## src/core/uarx_consts.svh

```systemverilog
// register map, field positions and counts for the serial port block
`ifndef UARX_CONSTS_SVH
`define UARX_CONSTS_SVH
`define UX_OFS_T2CTL 12'h418
`define UX_OFS_T2RLD 12'h41C
`define UX_OFS_SCTL 12'h420
`define UX_OFS_STAT 12'h424
`define UX_OFS_BUF 12'h428
`define UX_OFS_ADDR 12'h42C
`define UX_OFS_MASK 12'h430
`define UX_OFS_PRE 12'h440
`define UX_B_RCLK 5
`define UX_B_TCLK 4
`define UX_B_PRE_HI 3
`define UX_B_PRE_LO 2
`define UX_B_SM2 5
`define UX_B_REN 4
`define UX_B_TB8 3
`define UX_B_RB8 2
`define UX_B_TI 1
`define UX_B_RI 0
`define UX_B_FE 3
`define UX_B_BR 2
`define UX_B_OE 1
`define UX_B_STINT 0
`define UX_RST8 8'h00
`define UX_RST16 16'h0000
`define UX_PRE4_TC 6'h03
`define UX_PRE16_TC 6'h0F
`define UX_PRE64_TC 6'h3F
`define UX_T2_MAX 16'hFFFF
`define UX_OS_LAST 4'hF
`define UX_OS_CENTRE 4'h7
`define UX_M0_SAMPLE 4'h8
`define UX_LAST_M0 4'h7
`define UX_LAST_M1 4'h9
`define UX_LAST_M23 4'hA
`define UX_OVR_M0 4'h7
`define UX_OVR_M123 4'h8
`define UX_RESP_OK 2'h0
`define UX_RESP_ERR 2'h2
`endif

```

## src/core/uarx_pkg.sv

```systemverilog
// types shared by the serial port block
package uarx_pkg;
	typedef enum logic {UX_TX_IDLE, UX_TX_SHIFT} uarx_tx_st_t;
	typedef enum logic {UX_RX_IDLE, UX_RX_FRAME} uarx_rx_st_t;
	typedef logic [1:0] uarx_mode_t;
endpackage

```

## src/core/uarx_baud.sv

```systemverilog
// timer 2 as baud generator: prescaled up counter with reload
`timescale 1ns/1ps
`include "uarx_consts.svh"
module uarx_baud (
	input wire logic clk,
	input wire logic rst_b,
	input wire logic run,
	input wire logic [1:0] prescale_sel,
	input wire logic [15:0] reload,
	output logic t2_ovf
);
	import uarx_pkg::*;
	logic [5:0] pre;
	logic [5:0] pre_tc;
	logic [15:0] cnt;
	// reserved select code 11 falls back to the slowest rate
	always_comb
	begin
		case (prescale_sel)
			2'h0: pre_tc = `UX_PRE4_TC;
			2'h1: pre_tc = `UX_PRE16_TC;
			default: pre_tc = `UX_PRE64_TC;
		endcase
	end
	always_ff @(posedge clk)
	begin
		if (!rst_b)
		begin
			pre <= 6'h00;
			cnt <= `UX_RST16;
			t2_ovf <= 1'b0;
		end
		else if (!run)
		begin
			// a stopped timer restarts from the reload value, so the first bit is not late
			pre <= 6'h00;
			cnt <= reload;
			t2_ovf <= 1'b0;
		end
		else
		begin
			t2_ovf <= 1'b0;
			if (pre >= pre_tc)
			begin
				pre <= 6'h00;
				if (cnt == `UX_T2_MAX)
				begin
					cnt <= reload;
					t2_ovf <= 1'b1;
				end
				else
					cnt <= cnt + 16'h0001;
			end
			else
				pre <= pre + 6'h01;
		end
	end
endmodule

```

## src/core/uarx_top.sv

```systemverilog
// serial port with error status, multiprocessor filter and address match
//
// Summary of operation
// - timer2 control bits pick timer 2 overflow for transmitter and/or receiver
// - timer 2 as baud source counts at oscillator over 4, 16 or 64
// - in baud use the timer 2 external pin becomes an extra interrupt
// - framing flag sets on missing stop bit, sticky until software clears
// - break flag sets when all bits including stop are zero
// - overrun flag sets when bit 8 arrives while receive flag still set
// - status flags reach the receive interrupt only with the gate bit set
// - receive and transmit raise separate interrupt requests
// - modes 2 and 3 store the received ninth bit
// - with multiprocessor enable, 9-bit modes flag only ninth bit one
// - mode 1 with multiprocessor enable flags only on valid stop bit
// - multiprocessor enable does nothing in mode 0
// - 9-bit modes with enable flag on given or broadcast address match
// - given address is address gated by mask, zero mask bits ignored
// - broadcast address is address OR mask, zeros ignored
// - reset clears slave address and mask, so any address matches
// - mode 0 shift at osc/16, 1 8-bit, 2 9-bit osc/32, 3 9-bit variable
// - transmitted ninth bit is read from control when it is sent
// - transmit flag sets at byte end and on write to idle transmitter
// - mode 1 frame is start, eight data bits lsb first, stop
// - reception starts only with receive enable; mode 0 also needs flag clear
`timescale 1ns/1ps
`include "uarx_consts.svh"
module uarx_top (
	input wire logic clk,
	input wire logic rst_b,
	input wire logic [11:0] awaddr,
	input wire logic awvalid,
	output logic awready,
	input wire logic [31:0] wdata,
	input wire logic [3:0] wstrb,
	input wire logic wvalid,
	output logic wready,
	output logic [1:0] bresp,
	output logic bvalid,
	input wire logic bready,
	input wire logic [11:0] araddr,
	input wire logic arvalid,
	output logic arready,
	output logic [31:0] rdata,
	output logic [1:0] rresp,
	output logic rvalid,
	input wire logic rready,
	input wire logic rxd_in,
	output logic rxd_out,
	output logic rxd_oe,
	output logic txd,
	input wire logic timer1_ovf,
	input wire logic timer2_ext_pin,
	output logic ext_int2,
	output logic rx_irq,
	output logic tx_irq
);
	import uarx_pkg::*;
	// ****************************************
	// helpers
	// ****************************************
	function automatic logic known(input logic [11:0] a);
		known = a == `UX_OFS_T2CTL || a == `UX_OFS_T2RLD || a == `UX_OFS_SCTL ||
			a == `UX_OFS_STAT || a == `UX_OFS_BUF || a == `UX_OFS_ADDR ||
			a == `UX_OFS_MASK || a == `UX_OFS_PRE;
	endfunction
	function automatic logic baud_tick(input uarx_mode_t md, input logic use_t2,
		input logic t2o, input logic t1o, input logic half);
		case (md)
			2'h0: baud_tick = 1'b1;
			2'h2: baud_tick = half;
			default: baud_tick = use_t2 ? t2o : t1o;
		endcase
	endfunction
	function automatic logic [3:0] last_bit(input uarx_mode_t md);
		case (md)
			2'h0: last_bit = `UX_LAST_M0;
			2'h1: last_bit = `UX_LAST_M1;
			default: last_bit = `UX_LAST_M23;
		endcase
	endfunction
	function automatic logic addr_hit(input logic [7:0] b, input logic [7:0] a,
		input logic [7:0] m);
		addr_hit = (((b ^ a) & m) == 8'h00) || ((~b & (a | m)) == 8'h00);
	endfunction
	// ****************************************
	// registers and bus slave
	// ****************************************
	logic [7:0] t2_ctrl, pre_cfg, ser_ctrl, ext_stat, slave_address, slave_address_mask;
	logic [7:0] rx_buf, tx_data;
	logic [15:0] t2_reload;
	logic aw_held, w_held, wr_en;
	logic [11:0] wa;
	logic [7:0] wd0, wd1;
	logic [1:0] ws;
	uarx_mode_t mode;
	logic sm2, ren, ri, ti, stint, half, t2_ovf, t2_run, sc_wr, st_wr;
	assign mode = ser_ctrl[7:6];
	assign sm2 = ser_ctrl[`UX_B_SM2];
	assign ren = ser_ctrl[`UX_B_REN];
	assign ri = ser_ctrl[`UX_B_RI];
	assign ti = ser_ctrl[`UX_B_TI];
	assign stint = ext_stat[`UX_B_STINT];
	assign t2_run = t2_ctrl[`UX_B_RCLK] | t2_ctrl[`UX_B_TCLK];
	assign awready = !aw_held && !bvalid;
	assign wready = !w_held && !bvalid;
	assign arready = !rvalid;
	assign wr_en = aw_held && w_held && !bvalid;
	assign sc_wr = wr_en && wa == `UX_OFS_SCTL && ws[0];
	assign st_wr = wr_en && wa == `UX_OFS_STAT && ws[0];
	always_ff @(posedge clk)
	begin
		if (!rst_b)
		begin
			aw_held <= 1'b0;
			w_held <= 1'b0;
			wa <= 12'h000;
			wd0 <= `UX_RST8;
			wd1 <= `UX_RST8;
			ws <= 2'h0;
			bvalid <= 1'b0;
			bresp <= `UX_RESP_OK;
		end
		else
		begin
			if (awvalid && awready)
			begin
				aw_held <= 1'b1;
				wa <= awaddr;
			end
			if (wvalid && wready)
			begin
				w_held <= 1'b1;
				wd0 <= wdata[7:0];
				wd1 <= wdata[15:8];
				ws <= wstrb[1:0];
			end
			if (wr_en)
			begin
				aw_held <= 1'b0;
				w_held <= 1'b0;
				bvalid <= 1'b1;
				bresp <= known(wa) ? `UX_RESP_OK : `UX_RESP_ERR;
			end
			else if (bready)
				bvalid <= 1'b0;
		end
	end
	always_ff @(posedge clk)
	begin
		if (!rst_b)
		begin
			rvalid <= 1'b0;
			rdata <= 32'h0000_0000;
			rresp <= `UX_RESP_OK;
		end
		else if (arvalid && arready)
		begin
			rvalid <= 1'b1;
			rresp <= known(araddr) ? `UX_RESP_OK : `UX_RESP_ERR;
			case (araddr)
				`UX_OFS_T2CTL: rdata <= {24'h00_0000, t2_ctrl};
				`UX_OFS_T2RLD: rdata <= {16'h0000, t2_reload};
				`UX_OFS_SCTL: rdata <= {24'h00_0000, ser_ctrl};
				`UX_OFS_STAT: rdata <= {24'h00_0000, ext_stat};
				`UX_OFS_BUF: rdata <= {24'h00_0000, rx_buf};
				`UX_OFS_ADDR: rdata <= {24'h00_0000, slave_address};
				`UX_OFS_MASK: rdata <= {24'h00_0000, slave_address_mask};
				`UX_OFS_PRE: rdata <= {24'h00_0000, pre_cfg};
				default: rdata <= 32'h0000_0000;
			endcase
		end
		else if (rready)
			rvalid <= 1'b0;
	end
	always_ff @(posedge clk)
	begin
		if (!rst_b)
		begin
			t2_ctrl <= `UX_RST8;
			pre_cfg <= `UX_RST8;
			t2_reload <= `UX_RST16;
			slave_address <= `UX_RST8;
			slave_address_mask <= `UX_RST8;
		end
		else if (wr_en)
		begin
			if (wa == `UX_OFS_T2CTL && ws[0])
				t2_ctrl <= wd0;
			if (wa == `UX_OFS_PRE && ws[0])
				pre_cfg <= wd0;
			if (wa == `UX_OFS_T2RLD && ws[0])
				t2_reload[7:0] <= wd0;
			if (wa == `UX_OFS_T2RLD && ws[1])
				t2_reload[15:8] <= wd1;
			if (wa == `UX_OFS_ADDR && ws[0])
				slave_address <= wd0;
			if (wa == `UX_OFS_MASK && ws[0])
				slave_address_mask <= wd0;
		end
	end
	// ****************************************
	// baud sources
	// ****************************************
	uarx_baud u_baud (
		.clk(clk),
		.rst_b(rst_b),
		.run(t2_run),
		.prescale_sel({pre_cfg[`UX_B_PRE_HI], pre_cfg[`UX_B_PRE_LO]}),
		.reload(t2_reload),
		.t2_ovf(t2_ovf)
	);
	logic ext_prev;
	always_ff @(posedge clk)
	begin
		if (!rst_b)
		begin
			half <= 1'b0;
			ext_prev <= 1'b1;
			ext_int2 <= 1'b0;
		end
		else
		begin
			half <= !half;
			ext_prev <= timer2_ext_pin;
			ext_int2 <= t2_run && ext_prev && !timer2_ext_pin;
		end
	end
	// ****************************************
	// transmitter
	// ****************************************
	uarx_tx_st_t tx_st;
	logic [3:0] tx_os, tx_idx;
	logic hold_valid, tx_write, tx_tick, tx_done, next_txd;
	logic [7:0] tx_hold;
	assign tx_write = wr_en && wa == `UX_OFS_BUF && ws[0];
	assign tx_tick = baud_tick(mode, t2_ctrl[`UX_B_TCLK], t2_ovf, timer1_ovf, half);
	assign tx_done = tx_st == UX_TX_SHIFT && tx_tick && tx_os == `UX_OS_LAST &&
		tx_idx == last_bit(mode);
	always_ff @(posedge clk)
	begin
		if (!rst_b)
		begin
			tx_st <= UX_TX_IDLE;
			tx_os <= 4'h0;
			tx_idx <= 4'h0;
			hold_valid <= 1'b0;
			tx_hold <= `UX_RST8;
			tx_data <= `UX_RST8;
		end
		else
		begin
			if (tx_write)
			begin
				hold_valid <= 1'b1;
				tx_hold <= wd0;
			end
			if (tx_st == UX_TX_IDLE && hold_valid)
			begin
				tx_st <= UX_TX_SHIFT;
				tx_data <= tx_hold;
				hold_valid <= tx_write;
				tx_os <= 4'h0;
				tx_idx <= 4'h0;
			end
			else if (tx_st == UX_TX_SHIFT && tx_tick)
			begin
				tx_os <= tx_os + 4'h1;
				if (tx_done)
					tx_st <= UX_TX_IDLE;
				else if (tx_os == `UX_OS_LAST)
					tx_idx <= tx_idx + 4'h1;
			end
		end
	end
	// ****************************************
	// receiver
	// ****************************************
	uarx_rx_st_t rx_st;
	logic [3:0] rx_os, rx_idx, rx_pos;
	logic [8:0] rx_sh, next_rx_sh;
	logic rx_prev, all_zero, rx_tick, smp, rx_done, rx_ok, fe_set, br_set, oe_set;
	assign rx_tick = baud_tick(mode, t2_ctrl[`UX_B_RCLK], t2_ovf, timer1_ovf, half);
	// mode 0 samples as the shift clock rises, other modes at the bit centre
	assign smp = rx_st == UX_RX_FRAME && rx_tick &&
		rx_os == (mode == 2'h0 ? `UX_M0_SAMPLE : `UX_OS_CENTRE);
	assign rx_done = smp && rx_idx == last_bit(mode);
	assign rx_pos = mode == 2'h0 ? rx_idx : rx_idx - 4'h1;
	always_comb
	begin
		next_rx_sh = rx_sh;
		if (smp && rx_pos < 4'h9 && (mode == 2'h0 || rx_idx != 4'h0))
			next_rx_sh[rx_pos] = rxd_in;
	end
	always_comb
	begin
		case (mode)
			2'h0: rx_ok = 1'b1;
			2'h1: rx_ok = !sm2 || rxd_in;
			default: rx_ok = !sm2 || (next_rx_sh[8] &&
				addr_hit(next_rx_sh[7:0], slave_address, slave_address_mask));
		endcase
	end
	assign fe_set = rx_done && mode != 2'h0 && !rxd_in;
	assign br_set = fe_set && all_zero;
	assign oe_set = smp && ri &&
		rx_idx == (mode == 2'h0 ? `UX_OVR_M0 : `UX_OVR_M123);
	always_ff @(posedge clk)
	begin
		if (!rst_b)
		begin
			rx_st <= UX_RX_IDLE;
			rx_os <= 4'h0;
			rx_idx <= 4'h0;
			rx_sh <= 9'h000;
			rx_prev <= 1'b1;
			all_zero <= 1'b0;
		end
		else
		begin
			rx_prev <= rxd_in;
			rx_sh <= next_rx_sh;
			if (rx_st == UX_RX_IDLE)
			begin
				rx_os <= 4'h0;
				rx_idx <= 4'h0;
				all_zero <= 1'b1;
				if (ren && (mode == 2'h0 ? (!ri && tx_st == UX_TX_IDLE && !hold_valid)
					: (rx_prev && !rxd_in)))
					rx_st <= UX_RX_FRAME;
			end
			else if (rx_tick)
			begin
				rx_os <= rx_os + 4'h1;
				if (smp && rxd_in)
					all_zero <= 1'b0;
				// a start bit gone high at its centre was a glitch
				if (rx_done || (smp && mode != 2'h0 && rx_idx == 4'h0 && rxd_in))
					rx_st <= UX_RX_IDLE;
				else if (rx_os == `UX_OS_LAST)
					rx_idx <= rx_idx + 4'h1;
			end
		end
	end
	// ****************************************
	// control, status and interrupt requests
	// ****************************************
	logic rb8_load, ri_set, ti_set;
	assign ri_set = rx_done && rx_ok && !ri;
	assign rb8_load = ri_set && mode != 2'h0;
	assign ti_set = tx_done || (tx_write && tx_st == UX_TX_IDLE && !hold_valid);
	always_ff @(posedge clk)
	begin
		if (!rst_b)
		begin
			ser_ctrl <= `UX_RST8;
			ext_stat <= `UX_RST8;
			rx_buf <= `UX_RST8;
		end
		else
		begin
			if (sc_wr)
				ser_ctrl[7:3] <= wd0[7:3];
			// hardware set wins over a software clear in the same cycle
			ser_ctrl[`UX_B_RB8] <= rb8_load ? next_rx_sh[8] :
				(sc_wr ? wd0[`UX_B_RB8] : ser_ctrl[`UX_B_RB8]);
			ser_ctrl[`UX_B_TI] <= ti_set | (sc_wr ? wd0[`UX_B_TI] : ti);
			ser_ctrl[`UX_B_RI] <= ri_set | (sc_wr ? wd0[`UX_B_RI] : ri);
			if (ri_set)
				rx_buf <= next_rx_sh[7:0];
			ext_stat[`UX_B_FE] <= fe_set | (st_wr ? wd0[`UX_B_FE] : ext_stat[`UX_B_FE]);
			ext_stat[`UX_B_BR] <= br_set | (st_wr ? wd0[`UX_B_BR] : ext_stat[`UX_B_BR]);
			ext_stat[`UX_B_OE] <= oe_set | (st_wr ? wd0[`UX_B_OE] : ext_stat[`UX_B_OE]);
			if (st_wr)
				ext_stat[`UX_B_STINT] <= wd0[`UX_B_STINT];
		end
	end
	always_comb
	begin
		next_txd = 1'b1;
		if (mode == 2'h0)
			next_txd = tx_st == UX_TX_SHIFT ? tx_os[3] : (rx_st == UX_RX_FRAME ? rx_os[3] : 1'b1);
		else if (tx_st == UX_TX_SHIFT)
		begin
			if (tx_idx == 4'h0)
				next_txd = 1'b0;
			else if (tx_idx < 4'h9)
				next_txd = tx_data[3'(tx_idx - 4'h1)];
			else if (tx_idx == 4'h9 && mode != 2'h1)
				next_txd = ser_ctrl[`UX_B_TB8];
		end
	end
	always_ff @(posedge clk)
	begin
		if (!rst_b)
		begin
			txd <= 1'b1;
			rxd_out <= 1'b1;
			rxd_oe <= 1'b0;
			rx_irq <= 1'b0;
			tx_irq <= 1'b0;
		end
		else
		begin
			txd <= next_txd;
			rxd_oe <= mode == 2'h0 && tx_st == UX_TX_SHIFT;
			rxd_out <= tx_st == UX_TX_SHIFT ? tx_data[tx_idx[2:0]] : 1'b1;
			rx_irq <= ri | (stint & (|ext_stat[3:1]));
			tx_irq <= ti;
		end
	end
endmodule

```

## config.mk

```make
export PLATFORM = sky130hd
export DESIGN_NAME = uarx_top
export DESIGN_NICKNAME = d
export VERILOG_FILES = /design/src/core/uarx_pkg.sv /design/src/core/uarx_baud.sv /design/src/core/uarx_top.sv
export VERILOG_INCLUDE_DIRS = /design/src /design/src/core
export SDC_FILE = /design/constraint.sdc
export NUM_CORES = 1
export LEC_CHECK = 0
export BUFFER_PORTS_ARGS = -buffer_cell sky130_fd_sc_hd__buf_4
export CELL_PAD_IN_SITES_DETAIL_PLACEMENT = 1
export CELL_PAD_IN_SITES_GLOBAL_PLACEMENT = 1
export CORE_MARGIN = 5
export CORE_UTILIZATION = 35
export DETAILED_ROUTE_END_ITERATION = 8
export PLACE_DENSITY_LB_ADDON = 0.12
export SLEW_MARGIN = 15
export SYNTH_ARGS = -nofsm -noshare
export SYNTH_HDL_FRONTEND = slang
export SYNTH_HIERARCHICAL = 1
export SYNTH_SLANG_ARGS = --single-unit
```

## constraint.sdc

```tcl
create_clock -name clk -period 3.8 [get_ports clk]
set_input_delay 0.19 -clock clk [delete_from_list [all_inputs] [get_ports clk]]
set_output_delay 0.19 -clock clk [all_outputs]
set_load 0.01 [all_outputs]
```

==> results.yml, run 1 <==
logic_synthesis:
  synth-adder-area-share: 0.0171
  avgSynthCellArea_um2: 8.95
  yosys.area.top_type_share: 0.386
  yosysMostFrequentCell: "dfxtp_1"
  synth_edf_count: 0
  ys_warn_count: 6
  syn-cell-area_mm2: 0.0102
  synth_area_leader_cell: "dfxtp_1"
  synth_compound_area_frac: 0.205
  synth_common_cells: "197 x dfxtp_1, 152 x nand2_1, 76 x nor2b_1"
  ys_seq_elements: 197
  yosysSeqAreaShare: 0.386
  postSynthCellCount: 1142
  async_reset_ff_frac: 0
  synthXorXnorAreaFrac: 0.0240
  ys.flop_type: "dfxtp_1"
  synth_top_family_by_area: "simple AND/OR/NAND/NOR gates"
  muxShareOfSynthArea: 0.0861
  ys_types: 100
  yosys-top-cells-area: "dfxtp_1 39%, mux2i_1 7.1%, nand2_1 5.6%, nor2b_1 4.6%, a21boi_0 4.6%"
  synthSimpleGateAreaFrac: 0.230
clock_tree:
  cts_tree: "built"
  post_cts_buffers: 0
  clk_pin_slew_ns: 0.08
  cts-root-buf: "clkbuf_16"
  ctsHoldBuffers: 17
  cts_buffers: 17
  clockBufferDepth: 2
  htree_levels: 4
  cts_sinks: 197
  clk_latency_ns: 0.45
  ctsResizeCount: 0
power_and_ir_drop:
  ir_worst_vdd_uv: 294
  p_per_area_mw_per_mm2: 354
  power.leakage_nw: 4.25
timing:
  fmax_mhz: 307
  final-hold-violation-count: 0
  tns_ns: 0
  worst_slack_ns: 0.539
  finalCritPeriodShare: 0.858
  slew_violations: 0
  rsz0062_at_grt: "no"
  setup_viol: 0
  slew_headroom: 0.277
  tightest_slew_ns: 1.07
  fin_worst_skew_ns: 0.0188
  fin_crit_ns: 3.26
floorplanning:
  rows: 62
  die_w_um: 181
  initial_core_util: 0.355
  dieArea_mm2: 0.0327
  die_y_um: 181
  core_mm2: 0.0288
  ios: 117
final_layout:
  drive_gt1_frac: 0.145
  area_growth_pct: 16.6
  multi_input_area_mm2: 0.00581
  final_cells: 1617
  diodes: 0
  seq_area_mm2: 0.00394
  final_nets: 1304
  fin_util: 0.414
  nFillCells: 3370
  fin_area_mm2: 0.0119
critical_path:
  path_max_fanout: 9
  required_ns: 4.13
  critical_path_class: "reg -> reg"
  end_kind: "flip-flop"
  critPathCapture: "ser_ctrl[2]"
  crit_start: "ser_ctrl[7]"
  r2r_setup_slack_ns: 0.54
  critPathArrivalTime_ns: 3.59
  r2r-end: "ser_ctrl[2]"
  reg2reg_depth: 10
  r2r_start: "ser_ctrl[7]"
  worstSetupStartpointType: "flip-flop"
drt:
  first_pass_iters: 6
  antenna_left: 0
  drt_iter0_drc: 610
  wl_um: 30900
  via_per_inst: 5.39
  vias: 8713
  drc: 0
  wl_per_cell_um: 19.1
min_path:
  min_path_type: "in -> reg"
  hold_depth: 3
placed_design:
  place_area_mm2: 0.0112
  post-place-ws_ns: 0.497
  gp_congestion: 0.807
  placedCellCount: 1568
  port_buffers: 80
  dpl.hpwl_um: 22500
grt:
  antenna_found_initial: 0
  grt_pass1_wl_um: 49800
  grt_overflow: 0
  grt_max_degree: 53
  grt_util_all_layers: 0.186
  grt_pass1_vias: 8837
flow_run:
  timing.max_cap.violations: 0
outcome:
  status: "complete, no violations"
==> metrics by stage <==
stage	total power [mW]	hold WS, ns
2_1_floorplan	2.30	0.291
3_3_place_gp	2.40	0.389
3_5_place_dp	2.40	0.391
4_1_cts	4.28	0.000305
5_1_grt	4.40	0.00622
6_report	4.22	0.0160
==> cells in the final DEF, fill, tap and decap left out, types with 5 or more instances in the layout <==
| master | instances |
|---|---|
| xor2_1 | 16 |
| and2_1 | 10 |
| nor2_1 | 58 |
| a31o_1 | 8 |
| or3_1 | 6 |
| nand3b_1 | 9 |
| nand2_1 | 152 |
| a21oi_1 | 20 |
| nor3_1 | 22 |
| nor2b_1 | 76 |
| nand4_1 | 16 |
| nor4_1 | 13 |
| o211ai_1 | 10 |
| and3_1 | 9 |
| a21boi_0 | 62 |
| nand4b_1 | 5 |
| clkbuf_16 | 17 |
| dlygate4sd3_1 | 17 |
| ha_1 | 14 |
| a22oi_1 | 13 |
| conb_1 | 18 |
| o32ai_1 | 7 |
| o21ai_0 | 20 |
| or2_2 | 6 |
| o21a_1 | 11 |
| nand2b_1 | 11 |
| a32oi_1 | 7 |
| a31oi_1 | 14 |
| nand3_1 | 28 |
| a222oi_1 | 12 |
| dfxtp_1 | 197 |
| a211oi_1 | 5 |
| buf_4 | 109 |
| inv_1 | 26 |
| xnor2_1 | 12 |
| mux2i_1 | 73 |
| o221ai_1 | 7 |
==> worst min-delay path by stage <==
| stage | to | from | slack, ns |
|---|---|---|---|
| 5_1_grt | wd0[3] | wdata[3] | 0.006 |
| 3_5_place_dp | ext_prev | timer2_ext_pin | 0.39 |
| 4_1_cts | ws[1] | wstrb[1] | 0.0003 |
| 3_3_place_gp | ext_prev | timer2_ext_pin | 0.39 |
| 2_1_floorplan | ext_prev | timer2_ext_pin | 0.29 |
| 6_report | wd0[7] | wdata[7] | 0.02 |
==> critical path: stages, from the launching register on <==
cell,delay [ns]
dfxtp_1,0.52
or2_1,0.34
buf_4,0.22
nand3_1,0.10
o22a_1,0.32
nor4_1,0.37
o21ai_0,0.22
o21bai_1,0.20
a2111oi_1,0.56
o311a_1,0.24
nor3_1,0.05
==> cells by family (layout without fill, tap and decap cells) <==
group,after synthesis,count (layout)
adder cells (fa/ha/maj),14,14
XOR/XNOR,28,28
AND/OR/NAND/NOR,448,448
AO/OA/AOI/OAI,261,261
other,1,18
buffers and inverters,111,185
multiplexers,82,82
flip-flops,197,197
==> state kept, by name, indices dropped and copies added (netlist names), 6 cells and up <==
register	flops
wd1	8
rx_sh	9
pre_cfg	8
rx_buf	8
rdata	16
t2_reload	16
t2_ctrl	8
slave_address	8
tx_hold	8
wd0	8
ser_ctrl	8
u_baud/cnt	16
slave_address_mask	8
wa	12
u_baud/pre	6
tx_data	8
==> power by group <==
| group | internal (mW) | switching (mW) |
|---|---|---|
| registers | 2.09 | 0.0434 |
| clock network | 0.938 | 0.913 |
| logic | 0.105 | 0.126 |
==> area by class of cell <==
cell class / count / share of cell area
multi-input cells: 851 / 0.488
repair buffers: 126 / 0.0829
inverters: 27 / 0.00850
flip-flops and latches: 197 / 0.331
well taps: 384 / 0.0403
clock buffers: 17 / 0.0357
clock inverters: 15 / 0.0140
==> metal layers <==
metal | track usage | share of wire | wire, um | vias to the layer above
li1 | - | - | - | 4274
met5 | 0 | 0 | 0 | -
met3 | 0.0312 | 0.041 | 1270 | 22
met4 | 0.0420 | 0.013 | 401 | 0
met1 | 0.268 | 0.50 | 15400 | 4258
met2 | 0.294 | 0.45 | 13800 | 159
(Power assumes the default switching activity.)
==> run 2: changes to the inputs <==
--- a/config.mk
+++ b/config.mk
@@ -6,6 +6,7 @@
 export SDC_FILE = /design/constraint.sdc
 export NUM_CORES = 1
 export LEC_CHECK = 0
+export ABC_AREA = 1
 export BUFFER_PORTS_ARGS = -buffer_cell sky130_fd_sc_hd__buf_4
 export CELL_PAD_IN_SITES_DETAIL_PLACEMENT = 1
 export CELL_PAD_IN_SITES_GLOBAL_PLACEMENT = 1
==> results.yml, run 2 <==
final_layout:
  final_nets: 1525
  fin_util: 0.414
  mostFrequentLayoutCells: "216 x nand2_1, 197 x dfxtp_1, 175 x inv_1, 159 x nor2_1, 131 x o21ai_0"
  reg_top3: "rdata: 16 flops, t2_reload: 16 flops, u_baud/cnt: 16 flops"
  drive_gt1_frac: 0.120
  multi_input_area_mm2: 0.00473
  area_growth_pct: 15.9
  diodes: 0
  final_common_cell: "nand2_1"
  seq_area_mm2: 0.00394
  nFillCells: 3429
timing:
  slew_headroom: 0.290
  fmax_mhz: 321
  setup_viol: 0
  slew_violations: 0
  finalCritPeriodShare: 0.821
  tightest_slew_ns: 1.06
  worst_slack_ns: 0.681
  tns_ns: 0
  fin_worst_skew_ns: 0.0160
  final-hold-violation-count: 0
  rsz0062_at_grt: "no"
  fin_crit_ns: 3.12
critical_path:
  path_max_fanout: 17
  worstSetupStartpointType: "flip-flop"
  crit_chain: "inv_2, ha_1, nand2_1, nand2_1, nand2_2, nor2_2, nor2_2, nor2_4, nand2_1, nand2_1, nand2_1, o21ai_0, nand2_1, nor2_1, nand2_1, nand2_1, nand2_1, nand2_2, nand2_4, a21oi_1, nor2_1"
  path_buf_inv: 1
  cpPeakStageDelay_ns: 0.51
  crit_top_cell: "nand2_1"
  end_kind: "flip-flop"
  path_delay_family: "simple AND/OR/NAND/NOR gates"
  critical_path_class: "reg -> reg"
  crit_slowest_cell: "dfxtp_1"
  required_ns: 4.14
  critPathArrivalTime_ns: 3.46
clock_tree:
  cts_tree: "built"
  clockBufferDepth: 2
  cts-root-buf: "clkbuf_16"
  cts_buffers: 17
  clk_latency_ns: 0.45
  clk_pin_slew_ns: 0.08
  htree_levels: 4
  cts_sinks: 197
  post_cts_buffers: 0
logic_synthesis:
  ys_seq_elements: 197
  avgSynthCellArea_um2: 7.04
  yosys-top-cells-area: "dfxtp_1 41%, nand2_1 8.4%, inv_1 6.8%, o21ai_0 6.8%, a21oi_1 6.4%"
  async_reset_ff_frac: 0
  ys_types: 46
  postSynthCellCount: 1371
  ys.flop_type: "dfxtp_1"
  yosys.area.top_type_share: 0.409
  yosysSeqAreaShare: 0.409
  synth_common_cells: "216 x nand2_1, 197 x dfxtp_1, 175 x inv_1"
  syn-cell-area_mm2: 0.00965
  synth_edf_count: 0
  ys_warn_count: 6
  synth_area_leader_cell: "dfxtp_1"
  yosysMostFrequentCell: "nand2_1"
power_and_ir_drop:
  clkPwrFrac: 0.449
  power.leakage_nw: 4.49
  ir_worst_vdd_uv: 257
  switching_power_mw: 1.16
  power.share.combinational: 0.062
  p_seq_frac: 0.489
  p_per_area_mw_per_mm2: 391
  total_power_mw: 4.37
  switching_share: 0.265
  p_int_mw: 3.21
drt:
  drt_iter0_drc: 529
  via_per_inst: 5.11
  antenna_left: 0
  drc: 0
  vias: 9176
  first_pass_iters: 6
  wl_per_cell_um: 17.0
  wl_um: 30500
floorplanning:
  die_y_um: 176
  core_mm2: 0.0270
  ios: 117
  die_w_um: 176
  initial_core_util: 0.357
  rows: 60
  dieArea_mm2: 0.0310
grt:
  grt_max_degree: 72
  grt_pass1_wl_um: 49200
  grt_overflow: 0
  antenna_found_initial: 0
  grt_pass1_vias: 9101
  grt_util_all_layers: 0.198
placed_design:
  gp_congestion: 0.817
  port_buffers: 80
  post-place-ws_ns: 0.680
  dpl.hpwl_um: 22400
flow_run:
  timing.max_cap.violations: 0
outcome:
  status: "complete, no violations"
min_path:
  min_path_type: "in -> reg"
## run 2: cell count changes after synthesis, sizes merged, moves of 63 or more
cell / previous run / this run
a21boi: 63 / 0
a21oi: 21 / 124
inv: 26 / 180
mux2i: 73 / 0
nand2: 152 / 244
nand3: 29 / 104
nor2: 60 / 168
nor2b: 76 / 0
o21ai: 20 / 132
## run 2: area by class of cell
type,instances,share of cell area
Sequential cell,197,0.353
Timing Repair Buffer,98,0.0676
Clock inverter,15,0.0187
Clock buffer,17,0.0380
Inverter,183,0.0614
Tap cell,341,0.0382
Multi-Input combinational cell,944,0.423
## run 2: path summary, 6_finish.rpt
| kind | from | cells after the start | end | slack (ns) |
|---|---|---|---|---|
| setup / recovery | rx_idx[0] | 21 | rx_buf[0] | 0.68 |
| hold / removal | wstrb[1] | 3 | ws[1] | 0.01 |
| setup reg to reg | rx_idx[0] | 21 | rx_buf[0] | 0.68 |
| hold reg to reg | ext_prev | 2 | ext_int2 | 0.43 |
## run 2: worst reg2reg max path: stages, from the launching register on
cell	delay (ns)
dfxtp_1	0.51
inv_2	0.14
ha_1	0.34
nand2_1	0.06
nand2_1	0.09
nand2_2	0.08
nor2_2	0.09
nor2_2	0.06
nor2_4	0.34
nand2_1	0.09
nand2_1	0.11
nand2_1	0.10
o21ai_0	0.12
nand2_1	0.08
nor2_1	0.10
nand2_1	0.06
nand2_1	0.09
nand2_1	0.07
nand2_2	0.09
nand2_4	0.15
a21oi_1	0.20
nor2_1	0.05
## run 2: cells by family (layout without fill, tap and decap cells)
group / count (synthesis) / count (layout) / share of synthesized area
compound gates: 337 / 337 / 0.195
xor+xnor: 7 / 7 / 0.00636
fa+ha+maj: 14 / 14 / 0.0182
buf+inv: 247 / 313 / 0.108
flops: 197 / 197 / 0.409
other cells: 1 / 18 / 0.000389
simple gates: 568 / 568 / 0.264
## run 2: timing repair
action                    4_1_cts  5_1_grt
hold endpoints to repair        9        0
hold buffers                    8        0
resized for setup               0        0
## run 2: power by group through the flow
stage / clock network, mW / logic [mW] / registers [mW]
after floorplan: 0 / 0.157 / 2.17
after global placement: 0 / 0.260 / 2.18
after detailed placement: 0 / 0.265 / 2.18
after CTS: 2.01 / 0.273 / 2.14
after global routing: 2.09 / 0.302 / 2.14
final: 1.96 / 0.272 / 2.14
## run 2: through the flow
step,hold slack (ns),std cells,cell area [um2]
6_report,0.0102,1795,11200
5_1_grt,0.0391,1795,11200
3_3_place_gp,0.393,1755,10500
4_1_cts,0.000235,1795,11200
3_5_place_dp,0.397,1755,10500
2_1_floorplan,0.310,1388,9710
## run 2: layer usage
metal	vias to the layer above	wire length (um)	track usage
li1	4637	-	-
met1	4387	15500	0.282
met2	129	13800	0.316
met3	23	870	0.0261
met4	0	416	0.0523
met5	-	0	0
